[src/verilog/ce_guard_regs.vh]
`ifndef CE_GUARD_REGS_VH
`define CE_GUARD_REGS_VH
`define CLK_FREQ_HZ 125000000
`define COMPLETE_WINDOW_US 18
`define RESET_TIMEOUT_MS 200
`define COMPLETE_WINDOW_CYC ((`CLK_FREQ_HZ / 1000000) * `COMPLETE_WINDOW_US)
`define RESET_TIMEOUT_CYC ((`CLK_FREQ_HZ / 1000) * `RESET_TIMEOUT_MS)
`define CS_OUT_IDLE 1'b1
`define OE_INIT 1'b1
`define PULLUP_INIT 1'b1
`define SUP_RESET_INIT 1'b1
`define BACKUP_INIT 1'b0
`define SYNC_SUPPLY_INIT 1'b1
`define SYNC_SELECT_INIT 1'b1
`define SYNC_LEVEL_INIT 1'b0
`endif

[src/verilog/level_sync.v]
`timescale 1ns/1ps
module level_sync #(
   parameter RESET_VALUE = 1'b0
) (
   input wire mclk,
   input wire resetn,
   input wire din,
   output reg dout
);
   reg stage1;

   // stage1 feeds only dout, keeping metastability contained
   always @(posedge mclk or negedge resetn) begin
      if (!resetn) begin
         stage1 <= RESET_VALUE;
         dout <= RESET_VALUE;
      end else begin
         stage1 <= din;
         dout <= stage1;
      end
   end
endmodule

[src/verilog/ram_chip_enable_write_guard.v]
// Contract
// - reset mid-write keeps path open 18us
// - window expiry with select low blocks path
// - select released in window blocks immediately
// - once blocked, output stays high until reset clears
// - reset with window over ignores select
// - power-up keeps path blocked until timeout
// - pull-up active only while path disabled
// - backup only below threshold, entered below backup level
// - switchover uses hysteresis
// - normal mode passes select straight through
// - reset held 200ms, restarts on dips
`timescale 1ns/1ps
`include "ce_guard_regs.vh"
module ram_chip_enable_write_guard #(
   parameter WINDOW_CYC = `COMPLETE_WINDOW_CYC,
   parameter TIMEOUT_CYC = `RESET_TIMEOUT_CYC
) (
   input wire mclk,
   input wire resetn,
   input wire chip_select_in_n,
   input wire supply_below_threshold,
   input wire supply_below_backup,
   input wire supply_above_backup_hyst,
   output reg chip_select_out_n,
   output reg chip_select_out_oe,
   output reg pullup_enable,
   output reg supervisor_reset,
   output reg backup_mode
);
   // 32-bit counters cover the 200ms count at any sane clock
   localparam CW = 32;
   // binary state codes
   localparam [1:0] ST_RESET = 2'h0;
   localparam [1:0] ST_PASS = 2'h1;
   localparam [1:0] ST_WINDOW = 2'h2;
   localparam [1:0] ST_BLOCK = 2'h3;
   wire below_thr;
   wire below_bak;
   wire above_hyst;
   wire cs_sync;
   reg [1:0] state;
   reg [1:0] next_state;
   reg [CW-1:0] win_cnt;
   reg [CW-1:0] tmo_cnt;
   reg on_backup;
   reg next_pass;
   reg next_on_backup;
   reg next_supervisor_reset;
   reg [CW-1:0] next_tmo_cnt;
   reg [CW-1:0] next_win_cnt;

   // select reaches the ram only in pass and write-completion states
   function path_open;
      input [1:0] st;
      begin
         path_open = (st == ST_PASS) || (st == ST_WINDOW);
      end
   endfunction

   level_sync #(.RESET_VALUE(`SYNC_SUPPLY_INIT)) sync_thr (
      .mclk(mclk),
      .resetn(resetn),
      .din(supply_below_threshold),
      .dout(below_thr)
   );
   level_sync #(.RESET_VALUE(`SYNC_LEVEL_INIT)) sync_bak (
      .mclk(mclk),
      .resetn(resetn),
      .din(supply_below_backup),
      .dout(below_bak)
   );
   level_sync #(.RESET_VALUE(`SYNC_LEVEL_INIT)) sync_hys (
      .mclk(mclk),
      .resetn(resetn),
      .din(supply_above_backup_hyst),
      .dout(above_hyst)
   );
   // idle select is high: a low reset value would fake a write
   level_sync #(.RESET_VALUE(`SYNC_SELECT_INIT)) sync_cs (
      .mclk(mclk),
      .resetn(resetn),
      .din(chip_select_in_n),
      .dout(cs_sync)
   );

   // reset timeout: restarts whenever supply dips again
   always @* begin
      next_tmo_cnt = tmo_cnt;
      next_supervisor_reset = supervisor_reset;
      if (below_thr) begin
         next_tmo_cnt = {CW{1'b0}};
         next_supervisor_reset = 1'b1;
      end else if (supervisor_reset) begin
         if (tmo_cnt >= TIMEOUT_CYC - 1) begin
            next_supervisor_reset = 1'b0;
         end else begin
            next_tmo_cnt = tmo_cnt + 1'b1;
         end
      end
   end

   always @(posedge mclk or negedge resetn) begin
      if (!resetn) begin
         tmo_cnt <= {CW{1'b0}};
         supervisor_reset <= `SUP_RESET_INIT;
      end else begin
         tmo_cnt <= next_tmo_cnt;
         supervisor_reset <= next_supervisor_reset;
      end
   end

   // hysteresis: leave backup only above level plus margin
   always @* begin
      next_on_backup = on_backup;
      if (below_bak) begin
         next_on_backup = 1'b1;
      end else if (above_hyst) begin
         next_on_backup = 1'b0;
      end
   end

   // backup needs both: a sagging supply above battery stays on main
   always @(posedge mclk or negedge resetn) begin
      if (!resetn) begin
         on_backup <= `BACKUP_INIT;
         backup_mode <= `BACKUP_INIT;
      end else begin
         on_backup <= next_on_backup;
         backup_mode <= on_backup & below_thr;
      end
   end

   // path state machine
   always @* begin
      next_state = state;
      case (state)
         ST_RESET: begin
            if (!supervisor_reset) begin
               next_state = ST_PASS;
            end
         end
         ST_PASS: begin
            // a write already in flight gets the completion window
            if (supervisor_reset) begin
               if (!cs_sync) begin
                  next_state = ST_WINDOW;
               end else begin
                  next_state = ST_BLOCK;
               end
            end
         end
         ST_WINDOW: begin
            // release during the window closes the gate at once
            if (cs_sync) begin
               next_state = ST_BLOCK;
            end else if (win_cnt >= WINDOW_CYC - 1) begin
               next_state = ST_BLOCK;
            end
         end
         default: begin
            // blocked until reset clears; select ignored
            if (!supervisor_reset) begin
               next_state = ST_PASS;
            end
         end
      endcase
   end

   // count on the next state so the path closes exactly
   // WINDOW_CYC cycles after reset asserts
   always @* begin
      if (next_state == ST_WINDOW) begin
         next_win_cnt = win_cnt + 1'b1;
      end else begin
         next_win_cnt = {CW{1'b0}};
      end
   end

   // a cut write never resumes: only a cleared reset reopens
   always @(posedge mclk or negedge resetn) begin
      if (!resetn) begin
         state <= ST_RESET;
         win_cnt <= {CW{1'b0}};
      end else begin
         state <= next_state;
         win_cnt <= next_win_cnt;
      end
   end

   always @* begin
      next_pass = path_open(next_state);
   end

   // pass path registered; adds synchroniser latency, no glitch passing
   always @(posedge mclk or negedge resetn) begin
      if (!resetn) begin
         chip_select_out_n <= `CS_OUT_IDLE;
      end else begin
         chip_select_out_n <= next_pass ? cs_sync : `CS_OUT_IDLE;
      end
   end

   // pin always driven: passed select or the pull-up level
   always @(posedge mclk or negedge resetn) begin
      if (!resetn) begin
         chip_select_out_oe <= `OE_INIT;
      end else begin
         chip_select_out_oe <= 1'b1;
      end
   end

   // pull-up drops in the same edge the gate opens, never before
   always @(posedge mclk or negedge resetn) begin
      if (!resetn) begin
         pullup_enable <= `PULLUP_INIT;
      end else begin
         pullup_enable <= ~next_pass;
      end
   end
endmodule

[config.mk]
export PLATFORM = sky130hd
export DESIGN_NAME = ram_chip_enable_write_guard
export DESIGN_NICKNAME = d
export VERILOG_FILES = /design/src/verilog/level_sync.v /design/src/verilog/ram_chip_enable_write_guard.v
export VERILOG_INCLUDE_DIRS = /design/src /design/src/verilog
export SDC_FILE = /design/constraint.sdc
export NUM_CORES = 1
export LEC_CHECK = 0
export BUFFER_PORTS_ARGS = -buffer_cell sky130_fd_sc_hd__buf_2
export CAP_MARGIN = 15
export CORE_MARGIN = 2
export CORE_UTILIZATION = 35
export CTS_BUF_LIST = sky130_fd_sc_hd__clkbuf_8 sky130_fd_sc_hd__clkbuf_16
export DETAILED_ROUTE_END_ITERATION = 16
export GPL_ROUTABILITY_DRIVEN = 0
export PLACE_DENSITY = 0.49
export SLEW_MARGIN = 20
export SYNTH_ARGS = -nofsm -noshare
export SYNTH_HDL_FRONTEND = slang
export SYNTH_SLANG_ARGS = --single-unit
[constraint.sdc]
create_clock -name mclk -period 2.2 [get_ports mclk]
set_clock_uncertainty 0.15 [all_clocks]
set_input_delay 0.22 -clock mclk [delete_from_list [all_inputs] [get_ports mclk]]
set_output_delay 0.22 -clock mclk [all_outputs]
set_load 0.005 [all_outputs]
# ---- After elaboration in Yosys (flattened, before gate mapping)
# Index checks and enable logic that the tools add are counted.
dict set report op_classes {
  muxes 16
  magnitude_cmp 2
  bitwise_logic 2
  reduce_logical 4
  add_sub_neg 2
  n_eq_ne 5
}
# operator count
set op_table {}
lappend op_table {{$mux W32} 4}
lappend op_table {{$add A32 B1 Y32 const B} 2}
lappend op_table {{$ge A32 B12 Y1 const B} 1}
lappend op_table {{$ge A32 B25 Y1 const B} 1}
lappend op_table {{$mux W2} 4}
lappend op_table {{$mux W1} 7}
lappend op_table {{$eq A2 B1 Y1 const B} 2}
lappend op_table {{$eq A2 B2 Y1 const B} 2}
lappend op_table {{$pmux W2 S2} 1}
lappend op_table {{$reduce_bool A2 Y1} 2}
lappend op_table {{$ne A2 B1 Y1 const B} 1}
lappend op_table {{$reduce_and A2 Y1} 1}
lappend op_table {{$and A1 B1 Y1} 1}
lappend op_table {{$logic_or A1 B1 Y1} 1}
lappend op_table {{$not A1 Y1} 1}
dict set report totals {
  elab_cells 47
  out_inout_bits 5
  register_bits 79
  in_bits 6
}

# ---- Longest topological paths before layout
dict set report depth {
  word_depth 7
  ltp_mapped 10
  ltp_nobuf 9
}

# ---- Cells and area by module
# Synthesis repeated with hierarchy kept, for this count alone.
dict set report unflattened {
  cells_unflattened 403
  hier_area_um2 3920.0
}
# module cells_each seq_area_each_um2 area_per_inst_um2 n_inst
set modules_own_cells {}
lappend modules_own_cells {ram_chip_enable_write_guard 395 1780.5 3714.8 1}
lappend modules_own_cells {{level_sync at sync_cs ...} 2 52.6 52.6 2}
lappend modules_own_cells {{level_sync at sync_bak ...} 2 50.0 50.0 2}

# ---- Least setup slack after synthesis
# No wires, ideal clock.
dict set report synth_path {
  kind {register to register}
  startpoint {register win_cnt[1]}
  endpoint {register win_cnt[24]}
  arrival_ns 2.017
  path_slack_ns -0.051
  stages_incl_launch_ff 10
  n_path_buf 1
  synth_period_minus_slack_ns 2.251
  required_ns 1.966
  setup_ns 0.084
  path_cell_list {dfrtp_1 inv_1 ha_1 o31ai_1 a22oi_1 a311oi_1 o32a_1 ha_1 clkbuf_1 a21boi_0}
}
dict set report synth_via {
  elab_chain_cells 6
  elab_cells_between_ends 7
  classes_between {add/sub (1); order compare (1); eq/ne (1); mux (4)}
}
# element line
set synth_rtl {}
lappend synth_rtl {{start: declaration} ram_chip_enable_write_guard.v:44} ;# reg [CW-1:0] win_cnt;
lappend synth_rtl {{start signal: assignment} ram_chip_enable_write_guard.v:184} ;# win_cnt <= {CW{1'b0}};
lappend synth_rtl {{start signal: assignment} ram_chip_enable_write_guard.v:187} ;# win_cnt <= next_win_cnt;
lappend synth_rtl {{$ge A32 B12 Y1} ram_chip_enable_write_guard.v:157} ;# end else if (win_cnt >= WINDOW_CYC - 1) begin
lappend synth_rtl {{$mux W2} ram_chip_enable_write_guard.v:157}
lappend synth_rtl {{$mux W2} ram_chip_enable_write_guard.v:155} ;# if (cs_sync) begin
lappend synth_rtl {{$pmux W2 S2} ram_chip_enable_write_guard.v:137} ;# case (state)
lappend synth_rtl {{$eq A2 B2 Y1} ram_chip_enable_write_guard.v:173} ;# if (next_state == ST_WINDOW) begin
lappend synth_rtl {{$mux W32 (*)} ram_chip_enable_write_guard.v:173}
lappend synth_rtl {{named net next_win_cnt[24]} ram_chip_enable_write_guard.v:51} ;# reg [CW-1:0] next_win_cnt;
# The timed path passes the listed nets; every way through them passes the cells marked *.
# A chain may end at the register's enable or synchronous reset.

# ---- Worst setup path in the final report
dict set report layout_path {
  startpoint {register state[0]}
  endpoint {register win_cnt[27]}
}
dict set report layout_via {
  elab_cells_between_ends 9
  classes_between {eq/ne (3); mux (6)}
}
# element line
set layout_rtl {}
lappend layout_rtl {{start: declaration} ram_chip_enable_write_guard.v:42} ;# reg [1:0] state;
lappend layout_rtl {{start signal: assignment} ram_chip_enable_write_guard.v:186} ;# state <= next_state;
lappend layout_rtl {{$eq A2 B2 Y1 / $eq A2 B1 Y1 (equally long branches)} ram_chip_enable_write_guard.v:137}
lappend layout_rtl {{$pmux W2 S2 (*)} ram_chip_enable_write_guard.v:137}
lappend layout_rtl {{named net next_state[1]} ram_chip_enable_write_guard.v:43} ;# reg [1:0] next_state;
lappend layout_rtl {{$eq A2 B2 Y1 (*)} ram_chip_enable_write_guard.v:173}
lappend layout_rtl {{$mux W32 (*)} ram_chip_enable_write_guard.v:173}
lappend layout_rtl {{named net next_win_cnt[27]} ram_chip_enable_write_guard.v:51}
# Marks and branches as above.

==> summary.md <==
| Metric | Value |
|---|---|
| CP max stage delay | 0.39 ns |
| Crit path from | state[0] |
| R2R Setup Slk | -0.06 ns |
| Share of cells above drive strength 1 | 29.7% |
| Vias per cell | 5.19 |
| Final min period | 2.26 ns |
| Cells after synthesis | 416 |
| Setup violators final | 32 |
| Final #Nets | 503 |
| Yosys Warn Count | 0 |
| CTS tree | built |
| Worst-path cell chain | inv_1, ha_1, a21oi_1, nor2_1, a211oi_1, ha_4, clkbuf_16, a21boi_2 |
| Hold Path Origin | sync_hys.stage1 |
| Data arrival, critical path | 2.39 ns |
| R2r startpoint | state[0] |
| Worst Setup Start Kind | flip-flop |
| Setup WS pre-CTS | -0.224 ns |
| CTS H-Tree Depth | 3 |
| Setup crit end kind | flip-flop |
| Synth top area share | 44.1% |
| Cell variety after synth | 56 |
| Routed Antenna Nets | 0 |
| Async set-or-reset flop fraction in the synthesized netlist | 100% |
| DP HPWL | 6340 µm |
| Routed WL per cell | 15.3 µm |
| Area of the multi-input gates | 0.00210 mm² |
| Hold Crit Class | reg2reg |
| Largest family of logic cells by synthesized area | simple AND/OR/NAND/NOR gates |
| Std cell rows | 39 |
| Vias in the first global route | 3,321 |
| Syn Nets | 429 |
| Total power | 0.00485 W |
| Global-route wire length before repair | 16,200 µm |
| CP Class | reg2reg |
| Vias | 3,311 |
| Syn Area/Cell | 9.83 µm² |
| Clk slew on worst S/H paths | 0.06 ns |
| Crit-path max FO | 8 |
| Req. time, crit path | 2.33 ns |
| Number of flops mapped to enable cells by yosys | 0 |
| Crit share post-route | 103% |
| Slew headroom | 65.7% |
| Post-Synth Adder-Cell Area | 2.14% |
| Count of pins over their slew limit | 0 |
| Mux share of post-synthesis cell area | 1.62% |
| Drt drc | 0 |
| Power Dens Cells | 906 mW/mm² |
| Hold Path Stages | 0 |
| WL final | 9740 µm |
| Violated checks | negative setup slack |
| Largest cells by area after synthesis | dfrtp_1 (44%), dfstp_2 (4.5%), and2_1 (3.5%) |
| 1st-pass router iterations | 4 |
| Status | finished, violations left |
| Initial DRC Count | 113 |
| Final Hold Vio Count | 0 |
| P_leak | 2.35 nW |
| Chip Height | 112 µm |
| Worst-Margin Slew | 0.515 ns |
| Worst vdd ir | 1.13 mV |
| Slowest-stage cell, CP | dfrtp_1 |
| FF/Latch Area | 0.00199 mm² |
| RSZ-0062 raised after global routing | yes |
| Input/output buffers | 9 |
| Hold endpoint | sync_hys.dout |
| Post-route setup TNS | -1.07 ns |
| # fillers | 1,113 |
| Starting Density | 35.8% |
| Sequential area share after synthesis | 48.6% |
| Initial antenna violation count | 0 |
| Root Driver | clkbuf_16 |
| Die area | 0.0126 mm² |
| Max-cap violations | 0 |
| Synth Area in XOR/XNOR | 4.71% |
| Maximum buffer depth of the clock tree | 2 |
| Worst-case reg-to-reg path depth | 8 |
| Fmax | 443 MHz |
| Worst skew pair latency | 0.35 ns |
| Pin count of the biggest net entering global routing | 42 |
| Core Area | 0.0114 mm² |
| Register bit total from synthesis | 79 |
| Reg-to-Reg End | win_cnt[27] |
| CTS buffer count | 9 |
| Gr usage total | 16.1% |
| ANT cells | 0 |
| Area leader, netlist | dfrtp_1 |
| Area delta synth->final | 31.0% |
| Die width | 112 µm |
| Ys flop type | dfrtp_1 |
| Grt total ovfl | 0 |
| Synth Cell Area | 0.00409 mm² |
| Boundary Pins | 11 |
| Final worst setup slack | -0.0554 ns |
| Simple-gate portion of the synthesized area | 27.8% |
| Complex-gate fraction of the synthesized area | 10.9% |
| Clock sinks | 79 |
worst max-delay path by stage:
stage / to
final: win_cnt[27]
after detailed placement: win_cnt[8]
after floorplan: win_cnt[24]
after CTS: win_cnt[25]
after global placement: win_cnt[25]
after global routing: win_cnt[27]
cell type report:
cell class                      count  share of cell area (%)
Multi-Input combinational cell    299                    39.2
Sequential cell                    79                    37.1
Timing Repair Buffer               82                    13.0
Clock buffer                       10                    4.46
Tap cell                          143                    3.34
Clock inverter                      6                    1.59
Inverter                           19                    1.33
metal layers:
metal  share of wire, %  vias up  wire length (µm)  track usage (%)
li1                   -     1647                 -                -
met1                 46     1617              4510             20.7
met2                 49       31              4790             26.3
met3                2.6       16               254             4.05
met4                1.8        0               180             6.34
met5                  0        -                 0                0
registers in the layout, indices dropped and copies added, names as in the netlist:
name / cells
sync_hys.stage1: 1
supervisor_reset: 1
chip_select_out_n: 1
sync_bak.stage1: 1
tmo_cnt: 32
sync_cs.stage1: 1
on_backup: 1
sync_thr.dout: 1
sync_bak.dout: 1
sync_thr.stage1: 1
state: 2
sync_hys.dout: 1
pullup_enable: 1
sync_cs.dout: 1
win_cnt: 32
backup_mode: 1
where the power goes:
part	switching [W]	internal, W
sequential	0.0000419	0.00154
combinational	0.000693	0.000940
clock	0.000617	0.00102
total	0.00135	0.00350
placed cells by master (no fill, tap or decap), types with 3 or more instances in the layout:
master	count
dfrtp_1	72
buf_4	58
and2_1	23
nand3_1	20
nor2_1	19
nand2_1	18
inv_1	18
o21ai_0	17
or3_1	17
nor3_1	16
nand4_1	16
a21oi_1	14
xor2_1	14
nor2b_1	13
nor4_1	12
clkbuf_16	11
a21boi_2	9
xnor2_1	8
buf_2	8
o31ai_1	7
dfstp_2	7
and3_1	6
buf_6	6
or4_1	5
dlygate4sd3_1	5
mux2_1	4
nor3_2	4
or2_2	3
o41ai_1	3
or4_4	3
nor4_2	3
o21a_1	3
ha_1	3
ha_2	3
kinds of logic (layout without fill, tap and decap cells):
group                      Yosys count  after routing
AOI/OAI and AO/OA                   68             68
xor gates and xnor gates            22             22
adders and majority gates            7              7
buffers and inverters               38            117
DFF                                 79             79
muxes                                6              6
other                                1              1
and+or+nand+nor                    195            195
critical path: cells and delay by family, from the launching register on:
family / cells / cell delay, ns
buffers and inverters: 2 / 0.23
AND/OR/NAND/NOR: 1 / 0.07
AO/OA/AOI/OAI: 3 / 0.70
flip-flops: 1 / 0.39
adder cells (fa/ha/maj): 2 / 0.65
cell usage after synthesis, types with 2 or more instances:
| library cell | number |
|---|---|
| a21boi_0 | 7 |
| a21boi_1 | 2 |
| a21oi_1 | 16 |
| and2_1 | 23 |
| and3_1 | 7 |
| and4_1 | 2 |
| buf_2 | 4 |
| buf_4 | 2 |
| buf_6 | 2 |
| clkbuf_1 | 11 |
| dfrtp_1 | 72 |
| dfstp_2 | 7 |
| ha_1 | 7 |
| inv_1 | 19 |
| mux2_1 | 4 |
| nand2_1 | 19 |
| nand3_1 | 21 |
| nand4_1 | 16 |
| nor2_1 | 19 |
| nor2b_1 | 13 |
| nor3_1 | 20 |
| nor4_1 | 15 |
| o21a_1 | 3 |
| o21ai_0 | 17 |
| o311ai_0 | 3 |
| o31ai_1 | 8 |
| o41ai_1 | 3 |
| or2_2 | 4 |
| or3_1 | 17 |
| or4_1 | 7 |
| xnor2_1 | 8 |
| xor2_1 | 14 |
metrics by stage:
stage / cell area [µm²] / hold WS, ns / utilization (%) / instances
floorplan: 4090 / -0.226 / - / 416
global placement: 4710 / 0.0797 / 41.2 / 611
detailed placement: 4710 / 0.0847 / 41.2 / 611
CTS: 5150 / 0.206 / 45.1 / 634
global route: 5360 / 0.208 / 46.9 / 638
finish: 5360 / 0.203 / 46.9 / 638
repair_timing:
action                                  CTS  global route
gates cloned                              0             2
hold endpoints to repair                 39             0
pin swaps                                 6             8
hold buffers                              5             0
buffers inserted                          2             2
resized for setup                        19            37
endpoints found under the setup margin   37            49
Note: power is estimated with default switching activity, not from simulation.
